### src/pio_pkg.sv
/*
 Constants, register map and carrier types of the pattern I/O timing controller.
 Assumes a 40 MHz system clock and an APB master with 32-bit data.
*/
package pio_pkg;
	// ****************************************
	// Timing
	// ****************************************
	localparam int CLOCK_NS = 25;
	localparam int TB_NS_20M = 50;
	localparam int TB_NS_10M = 100;
	localparam int TB_NS_1M = 1000;
	localparam int TB_NS_100K = 10000;
	localparam int TB_NS_10K = 100000;
	localparam int TB_NS_1K = 1000000;
	localparam int TB_NS_100 = 10000000;
	localparam int GLITCH_NS = 20;
	localparam int HOLD_NS = 60;
	localparam int GLITCH_CYC = (GLITCH_NS + CLOCK_NS - 1) / CLOCK_NS;
	localparam int HOLD_CYC = HOLD_NS / CLOCK_NS;
	// ****************************************
	// Register map
	// ****************************************
	localparam logic [7:0] CTRL_OFF = 8'h00;
	localparam logic [7:0] CMD_OFF = 8'h04;
	localparam logic [7:0] DIV_OFF = 8'h08;
	localparam logic [7:0] COUNT_OFF = 8'h0c;
	localparam logic [7:0] PRE_OFF = 8'h10;
	localparam logic [7:0] POST_OFF = 8'h14;
	localparam logic [7:0] PATTERN_OFF = 8'h18;
	localparam logic [7:0] MASK_OFF = 8'h1c;
	localparam logic [7:0] STATUS_OFF = 8'h20;
	localparam logic [7:0] SAMPLES_OFF = 8'h24;
	localparam int CMD_START_BIT = 0;
	localparam int CMD_ABORT_BIT = 1;
	localparam logic [15:0] DIV_MIN = 16'h0001;
	localparam logic [15:0] DIV_MAX = 16'hff4b;
	localparam logic [15:0] DIV_RST = 16'h0001;
	localparam logic [31:0] COUNT_RST = 32'h0000_0001;
	localparam logic [31:0] WORD_RST = 32'h0000_0000;
	// ****************************************
	// Types
	// ****************************************
	typedef enum logic [1:0] {W8, W16, W32} width_t;
	typedef struct packed {
		logic [2:0] timebase;
		logic handshake;
		logic overwrite;
		logic continuous;
		logic matchOnMismatch;
		logic matchIsStop;
		logic matchEn;
		logic stopTrigEn;
		logic startTrigEn;
		logic strobeInvert;
		logic extStrobe;
		logic group;
		width_t width;
		logic dirIn;
	} cfg_t;
	localparam cfg_t CFG_RST = '0;
	typedef struct packed {
		logic errOverflow;
		logic errPretrig;
		logic done;
		logic armed;
		logic busy;
	} status_t;
	typedef enum logic [2:0] {IDLE, ARMED, RUN, POST, FLUSH} state_t;
endpackage

### src/pattern_io_timing_controller.sv
/*
 Pattern I/O timing controller: strobe generation, triggering and sample counting.
 Assumes an APB master on the system clock and a peripheral on asynchronous pins.
*/
`timescale 1ns/1ps
// What this block does
// Move one pattern per active strobe edge; strobe internal counter or external pin.
// Width 8, 16 or 32 bits on the lanes that the group selects; at 32 bits group 1 reads all 32 lanes but drives none.
// Each transfer is either output or input.
// Active edge programmable; default rising external, falling internal.
// Peripheral supplies its own sample clock when external strobing is chosen.
// Internal rate is timebase frequency divided by divisor.
// Divisor accepts 1 through 65355.
// Software start by default; hardware may start, stop or both.
// Group trigger lines serve as trigger inputs in pattern mode.
// Hardware triggers disabled in handshaking mode.
// Start triggering waits for an active start trigger.
// Stop trigger keeps pretrigger and posttrigger samples then halts.
// Stop before pretrigger count collected is an error.
// Start and stop combined: begin on start, end after stop.
// Stop trigger before start is ignored.
// Pattern match may start or stop input transfers, never both.
// Masked compare with pattern; polarity picks match or mismatch.
// Detect matches held 60 ns, reject glitches under 20 ns.
// Finite mode moves exactly the programmed count then ends.
// Continuous input halts with error when buffer full, unless overwriting.
// Overwriting keeps acquiring after the buffer fills.
// Finite external input needs one extra strobe edge to flush last word.
// Internal strobe pulses when tick count reaches divisor, then reloads.
module pattern_io_timing_controller
#(
	parameter int TB_CYC_1K = pio_pkg::TB_NS_1K / pio_pkg::CLOCK_NS,
	parameter int TB_CYC_100 = pio_pkg::TB_NS_100 / pio_pkg::CLOCK_NS
)
(
	input wire logic clock,
	input wire logic nrst,
	input wire logic psel,
	input wire logic penable,
	input wire logic pwrite,
	input wire logic [7:0] paddr,
	input wire logic [31:0] pwdata,
	output logic [31:0] prdata,
	output logic pready,
	output logic pslverr,
	input wire logic [31:0] dataIn,
	output logic [31:0] dataOut,
	output logic [31:0] dataOeN,
	input wire logic strobeIn,
	output logic strobeOut,
	output logic strobeOeN,
	input wire logic [1:0] beginTriggerIn,
	input wire logic [1:0] haltTriggerIn,
	output logic [31:0] sampleWord,
	output logic sampleValid,
	input wire logic bufferFull,
	input wire logic [31:0] outWord,
	output logic outTake
);
	import pio_pkg::*;
	// ****************************************
	// Registers
	// ****************************************
	cfg_t cfg;
	status_t status;
	state_t state;
	logic [15:0] divisor;
	logic [31:0] countReg, preReg, postReg, pattern, mask, samples, postLeft;
	logic startCmd, abortCmd;
	logic [31:0] next_prdata;
	logic mapped;
	always_comb
	begin
		mapped = 1'b1;
		next_prdata = WORD_RST;
		case (paddr)
			CTRL_OFF: next_prdata = {15'h0000, cfg};
			CMD_OFF: next_prdata = WORD_RST;
			DIV_OFF: next_prdata = {16'h0000, divisor};
			COUNT_OFF: next_prdata = countReg;
			PRE_OFF: next_prdata = preReg;
			POST_OFF: next_prdata = postReg;
			PATTERN_OFF: next_prdata = pattern;
			MASK_OFF: next_prdata = mask;
			STATUS_OFF: next_prdata = {27'h0000000, status};
			SAMPLES_OFF: next_prdata = samples;
			default: mapped = 1'b0;
		endcase
	end
	wire logic wrEn = psel & penable & pready & pwrite & ~pslverr;
	// The answer comes in the first access cycle; reads are latched at setup.
	always_ff @(posedge clock or negedge nrst)
	begin
		if (!nrst)
		begin
			pready <= 1'b0;
			pslverr <= 1'b0;
			prdata <= WORD_RST;
		end
		else
		begin
			pready <= psel & ~penable;
			pslverr <= psel & ~penable & ~mapped;
			prdata <= (psel & ~penable) ? next_prdata : prdata;
		end
	end
	always_ff @(posedge clock or negedge nrst)
	begin
		if (!nrst)
		begin
			cfg <= CFG_RST;
			divisor <= DIV_RST;
			countReg <= COUNT_RST;
			preReg <= WORD_RST;
			postReg <= WORD_RST;
			pattern <= WORD_RST;
			mask <= WORD_RST;
			startCmd <= 1'b0;
			abortCmd <= 1'b0;
		end
		else
		begin
			startCmd <= wrEn && paddr == CMD_OFF && pwdata[CMD_START_BIT];
			abortCmd <= wrEn && paddr == CMD_OFF && pwdata[CMD_ABORT_BIT];
			if (wrEn && paddr == CTRL_OFF)
				cfg <= cfg_t'(pwdata[16:0]);
			// Divisor range clamp
			if (wrEn && paddr == DIV_OFF)
				divisor <= pwdata[15:0] < DIV_MIN ? DIV_MIN : (pwdata[15:0] > DIV_MAX ? DIV_MAX : pwdata[15:0]);
			if (wrEn && paddr == COUNT_OFF)
				countReg <= pwdata;
			if (wrEn && paddr == PRE_OFF)
				preReg <= pwdata;
			if (wrEn && paddr == POST_OFF)
				postReg <= pwdata;
			if (wrEn && paddr == PATTERN_OFF)
				pattern <= pwdata;
			if (wrEn && paddr == MASK_OFF)
				mask <= pwdata;
		end
	end
	// ****************************************
	// Pin synchronisers
	// ****************************************
	logic [36:0] syncA, syncB;
	always_ff @(posedge clock or negedge nrst)
	begin
		if (!nrst)
		begin
			syncA <= '0;
			syncB <= '0;
		end
		else
		begin
			syncA <= {strobeIn, beginTriggerIn, haltTriggerIn, dataIn};
			syncB <= syncA;
		end
	end
	wire logic [31:0] dataSync = syncB[31:0];
	// Group trigger lines
	wire logic haltLine = syncB[32 + 32'(cfg.group)];
	wire logic beginLine = syncB[34 + 32'(cfg.group)];
	logic haltLast, beginLast, strobeLast;
	// ****************************************
	// Internal strobe
	// ****************************************
	logic [18:0] tbCnt, tbLimit;
	logic [15:0] divCnt;
	logic intStrobe;
	always_comb
	begin
		case (cfg.timebase)
			3'h0: tbLimit = 19'(TB_NS_20M / CLOCK_NS - 1);
			3'h1: tbLimit = 19'(TB_NS_10M / CLOCK_NS - 1);
			3'h2: tbLimit = 19'(TB_NS_1M / CLOCK_NS - 1);
			3'h3: tbLimit = 19'(TB_NS_100K / CLOCK_NS - 1);
			3'h4: tbLimit = 19'(TB_NS_10K / CLOCK_NS - 1);
			3'h5: tbLimit = 19'(TB_CYC_1K - 1);
			default: tbLimit = 19'(TB_CYC_100 - 1);
		endcase
	end
	wire logic tbTick = tbCnt == tbLimit;
	wire logic running = state != IDLE;
	// Timebase over divisor
	always_ff @(posedge clock or negedge nrst)
	begin
		if (!nrst)
		begin
			tbCnt <= '0;
			divCnt <= '0;
			intStrobe <= 1'b0;
		end
		else if (!running || cfg.extStrobe)
		begin
			tbCnt <= '0;
			divCnt <= '0;
			intStrobe <= 1'b0;
		end
		else
		begin
			tbCnt <= tbTick ? '0 : tbCnt + 19'h00001;
			// Reload at divisor
			if (tbTick && divCnt == divisor - 16'h0001)
			begin
				divCnt <= '0;
				intStrobe <= 1'b1;
			end
			else
			begin
				divCnt <= tbTick ? divCnt + 16'h0001 : divCnt;
				intStrobe <= 1'b0;
			end
		end
	end
	// Pin is input when the peripheral clocks
	always_ff @(posedge clock or negedge nrst)
	begin
		if (!nrst)
		begin
			strobeOut <= 1'b0;
			strobeOeN <= 1'b1;
		end
		else
		begin
			strobeOut <= intStrobe;
			strobeOeN <= cfg.extStrobe;
		end
	end
	// Edge choice
	wire logic strobeLevel = cfg.extStrobe ? syncB[36] : intStrobe;
	wire logic activeRising = cfg.extStrobe ^ cfg.strobeInvert;
	wire logic strobeEdge = activeRising ? (strobeLevel & ~strobeLast) : (~strobeLevel & strobeLast);
	// ****************************************
	// Pattern match and triggers
	// ****************************************
	logic [1:0] matchRun;
	logic matchFire;
	// Masked compare with polarity
	wire logic matchRaw = (((dataSync ^ pattern) & mask) == '0) ^ cfg.matchOnMismatch;
	// One-sample glitches are filtered; a 60 ns level spans two samples.
	always_ff @(posedge clock or negedge nrst)
	begin
		if (!nrst)
		begin
			matchRun <= '0;
			matchFire <= 1'b0;
		end
		else
		begin
			matchRun <= !matchRaw ? '0 : (matchRun > 2'(GLITCH_CYC) ? matchRun : matchRun + 2'h1);
			matchFire <= matchRaw && matchRun == 2'(HOLD_CYC - 1);
		end
	end
	always_ff @(posedge clock or negedge nrst)
	begin
		if (!nrst)
		begin
			haltLast <= 1'b0;
			beginLast <= 1'b0;
			strobeLast <= 1'b0;
		end
		else
		begin
			haltLast <= haltLine;
			beginLast <= beginLine;
			strobeLast <= strobeLevel;
		end
	end
	// Triggers only in pattern mode
	wire logic trigOk = ~cfg.handshake;
	// Match serves one role, input only
	wire logic matchOk = cfg.matchEn & cfg.dirIn & trigOk;
	wire logic startEv = matchOk & ~cfg.matchIsStop ? matchFire : beginLine & ~beginLast;
	wire logic stopEv = matchOk & cfg.matchIsStop ? matchFire : haltLine & ~haltLast;
	wire logic useStart = trigOk & (cfg.startTrigEn | (matchOk & ~cfg.matchIsStop));
	wire logic useStop = trigOk & (cfg.stopTrigEn | (matchOk & cfg.matchIsStop));
	// ****************************************
	// Lanes
	// ****************************************
	logic [31:0] laneIn, laneOut, laneEn;
	// Lane selection
	always_comb
	begin
		case (cfg.width)
			W8:
			begin
				laneIn = {24'h000000, cfg.group ? dataSync[23:16] : dataSync[7:0]};
				laneOut = cfg.group ? {8'h00, outWord[7:0], 16'h0000} : {24'h000000, outWord[7:0]};
				laneEn = cfg.group ? 32'h00ff_0000 : 32'h0000_00ff;
			end
			W16:
			begin
				laneIn = {16'h0000, cfg.group ? dataSync[31:16] : dataSync[15:0]};
				laneOut = cfg.group ? {outWord[15:0], 16'h0000} : {16'h0000, outWord[15:0]};
				laneEn = cfg.group ? 32'hffff_0000 : 32'h0000_ffff;
			end
			default:
			begin
				laneIn = dataSync;
				laneOut = outWord;
				laneEn = cfg.group ? 32'h0000_0000 : 32'hffff_ffff;
			end
		endcase
	end
	// ****************************************
	// Transfer sequencer
	// ****************************************
	wire logic moving = (state == RUN || state == POST) && strobeEdge;
	wire logic lastFinite = !cfg.continuous && !useStop && samples + 32'h1 >= countReg;
	wire logic overflow = cfg.dirIn && cfg.continuous && bufferFull && !cfg.overwrite;
	always_ff @(posedge clock or negedge nrst)
	begin
		if (!nrst)
		begin
			state <= IDLE;
			status <= '0;
			samples <= '0;
			postLeft <= '0;
			sampleWord <= WORD_RST;
			sampleValid <= 1'b0;
			outTake <= 1'b0;
			dataOut <= WORD_RST;
			dataOeN <= 32'hffff_ffff;
		end
		else
		begin
			sampleValid <= 1'b0;
			outTake <= 1'b0;
			// Drive lanes only for output
			dataOeN <= (running && !cfg.dirIn) ? ~laneEn : 32'hffff_ffff;
			status.busy <= state != IDLE;
			status.armed <= state == ARMED;
			if (abortCmd)
				state <= IDLE;
			else
			case (state)
				IDLE:
					// Software start
					if (startCmd)
					begin
						status <= '0;
						samples <= '0;
						state <= useStart ? ARMED : RUN;
					end
				// Wait for start trigger
				// Stop ignored before start
				ARMED:
					if (startEv)
						state <= RUN;
				RUN, POST:
				begin
					// One pattern per edge
					if (moving)
					begin
						samples <= samples + 32'h1;
						sampleWord <= laneIn;
						sampleValid <= cfg.dirIn;
						outTake <= !cfg.dirIn;
						dataOut <= laneOut;
						if (state == POST)
							postLeft <= postLeft - 32'h1;
					end
					// Full buffer stops with error
					// Overwrite keeps running
					if (moving && overflow)
					begin
						status.errOverflow <= 1'b1;
						state <= IDLE;
					end
					// Stop trigger then posttrigger
					// Combined start and stop
					else if (state == RUN && useStop && stopEv)
					begin
						// Too few pretrigger samples
						if (samples < preReg)
						begin
							status.errPretrig <= 1'b1;
							state <= IDLE;
						end
						else if (postReg == '0)
						begin
							status.done <= 1'b1;
							state <= IDLE;
						end
						else
						begin
							postLeft <= postReg;
							state <= POST;
						end
					end
					else if (state == POST && moving && postLeft == 32'h1)
					begin
						status.done <= 1'b1;
						state <= IDLE;
					end
					// Finite count
					else if (state == RUN && moving && lastFinite)
					begin
						status.done <= cfg.dirIn && cfg.extStrobe ? 1'b0 : 1'b1;
						state <= cfg.dirIn && cfg.extStrobe ? FLUSH : IDLE;
					end
				end
				// Extra edge moves last word out
				FLUSH:
					if (strobeEdge)
					begin
						status.done <= 1'b1;
						state <= IDLE;
					end
				default: state <= IDLE;
			endcase
		end
	end
	// ****************************************
	// Checks
	// ****************************************
	property p_finite_count;
		@(posedge clock) disable iff (!nrst)
		(state == RUN && moving && lastFinite && !overflow && !(useStop && stopEv) && !abortCmd)
			|=> (samples == countReg || state == FLUSH);
	endproperty
	a_finite_count: assert property (p_finite_count) else $error("finite count missed");
	property p_pretrig_err;
		@(posedge clock) disable iff (!nrst)
		(state == RUN && useStop && stopEv && !moving && samples < preReg && !abortCmd) |=> status.errPretrig && state == IDLE;
	endproperty
	a_pretrig_err: assert property (p_pretrig_err) else $error("early stop not flagged");
	property p_armed_waits;
		@(posedge clock) disable iff (!nrst)
		(state == ARMED && !startEv && !abortCmd) |=> state == ARMED;
	endproperty
	a_armed_waits: assert property (p_armed_waits) else $error("left armed without start");
	property p_no_sample_armed;
		@(posedge clock) disable iff (!nrst)
		state == ARMED |=> !sampleValid && !outTake;
	endproperty
	a_no_sample_armed: assert property (p_no_sample_armed) else $error("sample before start");
	property p_div_range;
		@(posedge clock) disable iff (!nrst)
		divisor >= DIV_MIN && divisor <= DIV_MAX;
	endproperty
	a_div_range: assert property (p_div_range) else $error("divisor out of range");
	property p_overflow;
		@(posedge clock) disable iff (!nrst)
		(moving && overflow && !abortCmd) |=> status.errOverflow && state == IDLE;
	endproperty
	a_overflow: assert property (p_overflow) else $error("overflow not halted");
	property p_overwrite;
		@(posedge clock) disable iff (!nrst)
		(state == RUN && moving && cfg.overwrite && cfg.continuous && !(useStop && stopEv) && !abortCmd)
			|=> state == RUN;
	endproperty
	a_overwrite: assert property (p_overwrite) else $error("overwrite stopped");
	property p_glitch;
		@(posedge clock) disable iff (!nrst)
		(!matchRaw ##1 matchRaw ##1 !matchRaw) |-> !matchFire ##1 !matchFire;
	endproperty
	a_glitch: assert property (p_glitch) else $error("glitch fired match");
	property p_input_float;
		@(posedge clock) disable iff (!nrst)
		cfg.dirIn && $past(cfg.dirIn) |=> dataOeN == 32'hffff_ffff;
	endproperty
	a_input_float: assert property (p_input_float) else $error("driving in input mode");
endmodule

### config.mk
export PLATFORM = sky130hd
export DESIGN_NAME = pattern_io_timing_controller
export DESIGN_NICKNAME = d
export VERILOG_FILES = /design/src/pio_pkg.sv /design/src/pattern_io_timing_controller.sv
export SDC_FILE = /design/constraint.sdc
export NUM_CORES = 1
export LEC_CHECK = 0
export BUFFER_PORTS_ARGS = -buffer_cell sky130_fd_sc_hd__buf_2
export CAP_MARGIN = 30
export CORE_MARGIN = 5
export CORE_UTILIZATION = 56
export DETAILED_ROUTE_END_ITERATION = 16
export PLACE_DENSITY = 0.76
export SETUP_SLACK_MARGIN = 0.05
export SLEW_MARGIN = 0
export SYNTH_ARGS = -nofsm -noshare
export SYNTH_HDL_FRONTEND = slang
export SYNTH_SLANG_ARGS = --single-unit
export TNS_END_PERCENT = 100
### constraint.sdc
create_clock -name clock -period 4.45 [get_ports clock]
set_clock_uncertainty 0.1 [all_clocks]
set_input_delay 0.6675 -clock clock [delete_from_list [all_inputs] [get_ports clock]]
set_output_delay 0.6675 -clock clock [all_outputs]
set_load 0.05 [all_outputs]
==> impl_metrics.tcl, run 1 <==
set metrics [dict create \
    status "finished, violations left" \
    violations "hold timing" \
    htreeDepth 2 \
    wl_mm 77.8 \
    cts-hold-fix-buffers 0 \
    ys.flop_type "dfrtp_1" \
    postSynthCellCount 2316 \
    multi_input_area_um2 10900 \
    io_pins 249 \
    maxCapViolations 0 \
    grt.overflow.total 0 \
    synth.distinct_cells 76 \
    tns_ns 0 \
    ant_nets 0 \
    layout_common_cells "dfrtp_1, buf_2, nand2_1, mux2_2, nor2_1" \
    leakage_uw 0.0133 \
    r2r-start "samples[0]$_DFFE_PN0P_" \
    layout.cells.most_common "dfrtp_1" \
    grt_pass1_wl_mm 119 \
    critPathRequiredTime_ns 4.84 \
    clk_pin_slew_ns 0.06 \
    cts_buffer_depth 3 \
    grt_pass1_vias 19865 \
    end_kind "flip-flop" \
    globalRouteMet3Util_pct 5.57 \
    drv_slew 0 \
    r2r_slack_ns 0.31 \
    synth_area_leader_cell "dfrtp_1" \
    maxSlewHeadroom_pct 33.0 \
    place_congestion 0.967 \
    start_kind "flip-flop" \
    nNetsFinal 2701 \
    rsz0062_at_grt "no" \
    dieArea_um2 47300 \
    drt_iter0_drc 2359 \
    grt-busiest-layer "met2" \
    clock_latency_ns 0.61 \
    hpwlAfterDp_mm 55.0 \
    postLayoutCoreUtil_pct 64.9 \
    startpoint "samples[0]$_DFFE_PN0P_" \
    hp-class "input pin to asynchronous set/reset pin" \
    fin_hold_ws_ns -0.00659 \
    synth_edf_count 0 \
    drive_gt1_share_pct 23.4 \
    fill_cells 3370 \
    dpl-instance-area_um2 25900 \
    synth-seq-cells 489 \
    initial_core_util_pct 56.2 \
    io_buffers 248 \
    r2r_end "status[2]$_DFFE_PN0P_" \
    r2r_cells 15 \
    yosysWarnings 0 \
    cp.arrival_ns 4.52 \
    cts_tree "done" \
    fp.coreArea_um2 42900 \
    endpoint "status[2]$_DFFE_PN0P_" \
    syn_nets 2507 \
    setup_viol 0 \
    die_y_um 218 \
    cts-buffers-inserted 53 \
    period_share_pct 93.0 \
    grt_max_degree 102 \
    die_w_um 218 \
    seq_area_frac_synth_pct 50.8 \
    grt_use_total_pct 32.3 \
    antenna_found_initial 4 \
    syn_avg_cell_area_um2 10.4 \
    final-hold-violation-count 2 \
    first_pass_iters 5 \
    syn_area_um2 24100 \
    use_met1_pct 43.4 \
    viasPerCell 6.32 \
    seqCellArea_um2 12200 \
    p_per_area_nw_per_um2 439 \
    routed-via-count 19873 \
    use_met2_pct 52.1 \
    ys_top_cells_by_area "dfrtp_1, mux2_2, ha_1" \
    path_class "flip-flop to flip-flop" \
    synth.top_cell.area_share_pct 50.0 \
    wl_per_cell_um 24.7 \
    design_area_um2 27800 \
    rows 76 \
    drc 0 \
    syn2layout_area_growth_pct 15.3 \
    cp_max_fo 8 \
    max_freq_mhz 242 \
    cts.sink_count 489 \
    vdd_drop_max_mv 0.463 \
    async_flop_share_pct 100 \
    fin_crit_ns 4.14 \
    worstMarginPinSlew_ns 1.00 \
    clock_tree.root_cell "clkbuf_16" \
]
logic make-up after synthesis:
| logic type | synth area share (%) |
|---|---|
| muxes | 8.52 |
| buffers and inverters | 4.45 |
| adders and majority gates | 3.94 |
| xor gates and xnor gates | 4.21 |
| DFF | 50.8 |
| and+or+nand+nor | 14.0 |
| AOI/OAI and AO/OA | 14.1 |
worst min path at each step:
stage	startpoint	endpoint	slack (ns)
finish	nrst	prdata[27]$_DFFE_PN0P_	-0.007
global route	dataIn[13]	syncA[13]$_DFF_PN0_	0.05
CTS	dataIn[30]	syncA[30]$_DFF_PN0_	0.04
detailed placement	syncA[16]$_DFF_PN0_	syncB[16]$_DFF_PN0_	0.23
global placement	syncA[3]$_DFF_PN0_	syncB[3]$_DFF_PN0_	0.23
floorplan	syncA[0]$_DFF_PN0_	syncB[0]$_DFF_PN0_	0.23
routing by layer:
metal | routed length (um) | vias to the layer above | part of all wire [%]
li1 | - | 8756 | -
met1 | 30700 | 9959 | 40
met2 | 37000 | 931 | 48
met3 | 6070 | 221 | 7.8
met4 | 3920 | 6 | 5.0
met5 | 34 | - | 0.044
report_power, final:
part	total, uW	internal [uW]	switching (uW)
combinational	2470	600	1870
clock	4720	2860	1850
sequential	5020	4770	252
Yosys cell counts (all sizes together), types with 11 or more instances:
cell and n:
a211oi 25, a21o 19, a21oi 56, a221oi 57, a22o 27, a22oi 94, a31oi 24, and3 20
buf 54, clkbuf 107, dfrtp 482, ha 76, inv 94, mux2 175, nand2 238, nand2b 18
nand3 81, nand4 41, nor2 175, nor2b 11, nor3 48, nor4 37, o21ai 104, xnor2 39
xor2 77
timing repair:
| item | 4_1_cts | 5_1_grt |
|---|---|---|
| gates resized for setup | 0 | 3 |
| endpoints found under the setup margin | 0 | 1 |
| setup buffers | 0 | 0 |
state kept, by name (all words and copies together) (netlist names), 19 cells and up:
name        flops
tbCnt          19
preReg         32
mask           32
syncB          37
postReg        32
countReg       32
sampleWord     32
postLeft       32
syncA          37
pattern        32
samples        32
prdata         32
dataOut        32
layout make-up:
| cell class | count | share of cell area, % |
|---|---|---|
| Sequential cell | 489 | 44.0 |
| Multi-Input combinational cell | 1572 | 39.0 |
| Timing Repair Buffer | 300 | 6.22 |
| Clock buffer | 78 | 5.65 |
| Tap cell | 585 | 2.63 |
| Inverter | 94 | 1.27 |
| Clock inverter | 22 | 1.16 |
| Antenna cell | 2 | 0.0180 |
worst max-delay path, stage by stage, from the launching register on:
cell and delay, ns:
dfrtp_1 0.48, ha_1 0.27, nand3_1 0.13, nor2_1 0.33, nand4_1 0.23, nor3_2 0.28, nand2_1 0.13, xnor2_1 0.14
ha_1 0.31, nand4_1 0.15, nor3_1 0.32, nand3_1 0.15, a211oi_1 0.24, nor2_1 0.14, a221oi_2 0.25, mux2_1 0.34
metrics by stage:
| stage | total power (uW) | std cells | worst slack (ns) |
|---|---|---|---|
| global route | 12700 | 3141 | 0.0857 |
| CTS | 12300 | 3140 | 0.265 |
| detailed placement | 7540 | 3040 | 0.280 |
| global placement | 7480 | 3038 | 0.416 |
| finish | 12200 | 3142 | 0.313 |
| floorplan | 6760 | 2316 | 0.752 |
(Power assumes the default switching activity.)
==> run 2: changes to the inputs <==
--- a/config.mk
+++ b/config.mk
@@ -8,9 +8,9 @@
 export BUFFER_PORTS_ARGS = -buffer_cell sky130_fd_sc_hd__buf_2
 export CAP_MARGIN = 30
 export CORE_MARGIN = 5
-export CORE_UTILIZATION = 56
+export CORE_UTILIZATION = 54
 export DETAILED_ROUTE_END_ITERATION = 16
-export PLACE_DENSITY = 0.76
+export PLACE_DENSITY = 0.77
 export SETUP_SLACK_MARGIN = 0.05
 export SLEW_MARGIN = 0
 export SYNTH_ARGS = -nofsm -noshare
==> constraint.sdc (replaced) <==
create_clock -name clock -period 3.8 [get_ports clock]
set_clock_uncertainty 0.1 [all_clocks]
set_input_delay 0.57 -clock clock [delete_from_list [all_inputs] [get_ports clock]]
set_output_delay 0.57 -clock clock [all_outputs]
set_load 0.05 [all_outputs]
==> run 2 against run 1 <==
The run now ends clean. Non-clock buffer count up 83. Via count up 2.6%. Sequential power up 17%. Global-route usage down 0.78 points. Sequential cell count unchanged. Total power up 16%. Final cell count up 2.6%. Core utilization down 0.51 points. Highest routed layer is now met4. Combinational power up 21%. Clock-buffer cell count down 5. Fmax up 13%. Sequential share of layout area down 0.99 points.
==> impl_metrics.tcl, run 2 (synthesis results as in run 1) <==
set metrics [dict create \
    cts.sink_count 489 \
    io_pins 249 \
    crit_buf_inv 3 \
    status "finished, final reports clean" \
    clock_latency_ns 0.61 \
    wl_mm 79.1 \
    path_class "flip-flop to flip-flop" \
    syn2layout_area_growth_pct 18.0 \
    grt.overflow.total 0 \
    maxCapViolations 0 \
    wl_per_cell_um 24.5 \
    final-hold-violation-count 0 \
    rows 77 \
    fin_crit_ns 3.66 \
    hp-class "input pin to flip-flop" \
    period_share_pct 96.4 \
    drt_iter0_drc 2265 \
    rsz0062_at_grt "yes" \
    fp.coreArea_um2 44200 \
    die_y_um 221 \
    grt_pass1_vias 20187 \
    clock_tree.root_cell "clkbuf_16" \
    top_regs "syncA x37, syncB x37" \
    hpwlAfterDp_mm 55.9 \
    cts-buffers-inserted 51 \
    dieArea_um2 49000 \
    critPathTopFamily "simple AND/OR/NAND/NOR gates" \
    die_w_um 221 \
    cts_tree "done" \
    viasPerCell 6.32 \
    io_buffers 248 \
    end_kind "flip-flop" \
    pre_cts_slack_ns -0.107 \
    cp_max_fo 5 \
    cts_buffer_depth 3 \
    worst_slack_ns 0.137 \
    max_stage_delay_ns 0.38 \
    cts_setup_buffers 0 \
    postLayoutCoreUtil_pct 64.3 \
    ant_nets 0 \
    total_power_uw 14100 \
    htreeDepth 2 \
    maxSlewHeadroom_pct 43.4 \
    nNetsFinal 2782 \
    drv_slew 0 \
    critical_path.cell_chain "ha_1, nand3_2, nor2_2, buf_4, and3_1, nand2_1, nor3_1, buf_4, nand3_1, xnor2_1, ha_1, nand2_1, o21ai_0, a221oi_1, o22ai_1, nor2_2, buf_4, a221oi_2, mux2_1" \
    crit_top_cell "buf_4" \
    vdd_drop_max_mv 0.593 \
    cp.arrival_ns 4.05 \
    critPathSlowestCell "dfrtp_1" \
    fin_hold_ws_ns 0.101 \
    grt_pass1_wl_mm 122 \
    drc 0 \
    first_pass_iters 6 \
    max_freq_mhz 273 \
    place_congestion 0.942 \
    layout_common_cells "dfrtp_1, buf_2, nand2_1, mux2_2, nor2_1" \
    p_per_area_nw_per_um2 497 \
    grt_use_total_pct 31.6 \
    clk_pin_slew_ns 0.06 \
    grt_max_degree 140 \
    seqCellArea_um2 12200 \
    design_area_um2 28500 \
    critPathRequiredTime_ns 4.18 \
    dpl-instance-area_um2 26200 \
    antenna_found_initial 3 \
    layout.cells.most_common "dfrtp_1" \
    multi_input_area_um2 10900 \
    fill_cells 3446 \
    leakage_uw 0.0136 \
    drive_gt1_share_pct 24.4 \
    setup_viol 0 \
    routed-via-count 20383 \
    worstMarginPinSlew_ns 0.848 \
    start_kind "flip-flop" \
    initial_core_util_pct 54.5 \
]
run 2: worst reg2reg max path, cell delays in order (launching register included):
cell      delay [ns]
dfrtp_1         0.38
ha_1            0.20
nand3_2         0.09
nor2_2          0.14
buf_4           0.15
and3_1          0.19
nand2_1         0.09
nor3_1          0.14
buf_4           0.16
nand3_1         0.09
xnor2_1         0.20
ha_1            0.28
nand2_1         0.07
o21ai_0         0.08
a221oi_1        0.33
o22ai_1         0.16
nor2_2          0.17
buf_4           0.15
a221oi_2        0.05
mux2_1          0.33
run 2: report_power, final:
| group | internal (uW) | total [uW] | leakage [uW] | switching, uW |
|---|---|---|---|---|
| Clock | 3150 | 5280 | 0.000856 | 2130 |
| Sequential | 5590 | 5870 | 0.00635 | 285 |
| Combinational | 768 | 2990 | 0.00640 | 2220 |
run 2: routing by layer:
layer / GRT usage [%] / share of wire, % / vias to the layer above
li1: - / - / 8924
met1: 42.0 / 40 / 10231
met2: 51.9 / 48 / 999
met3: 4.94 / 7.4 / 229
met4: 13.4 / 5.1 / 0
met5: 0 / 0 / -
run 2: path summary, 6_finish.rpt:
path	from	end	slack, ns	cells past startpoint
worst max register to register	samples[0]$_DFFE_PN0P_	status[2]$_DFFE_PN0P_	0.14	19
worst min-delay path	outWord[4]	dataOut[4]$_DFFE_PN0P_	0.10	3
max in group asynchronous	nrst	syncA[24]$_DFF_PN0_	2.27	3
worst max-delay path	samples[0]$_DFFE_PN0P_	status[2]$_DFFE_PN0P_	0.14	19
worst min register to register	syncA[31]$_DFF_PN0_	syncB[31]$_DFF_PN0_	0.25	0
min in group asynchronous	nrst	prdata[27]$_DFFE_PN0P_	0.31	2
run 2: cell type report:
type,instances,area share (%)
antenna,3,0.0264
tap,592,2.60
clock buffer,73,5.13
timing repair buffer,383,8.57
inverter,94,1.24
clock inverter,19,1.08
multi-input combinational,1572,38.3
sequential,489,43.0
run 2: through the flow:
step / TNS [ns] / std cells
after floorplan: 0 / 2316
after CTS: 0 / 3222
after global routing: -0.107 / 3225
after global placement: -0.0531 / 3091
final: 0 / 3225
after detailed placement: -0.107 / 3092
run 2: timing repair:
action,CTS,global route
gates resized for setup,7,7
endpoints found under the hold margin,53,0
hold buffers,38,0
setup endpoints to repair,1,21
pin swaps,2,0
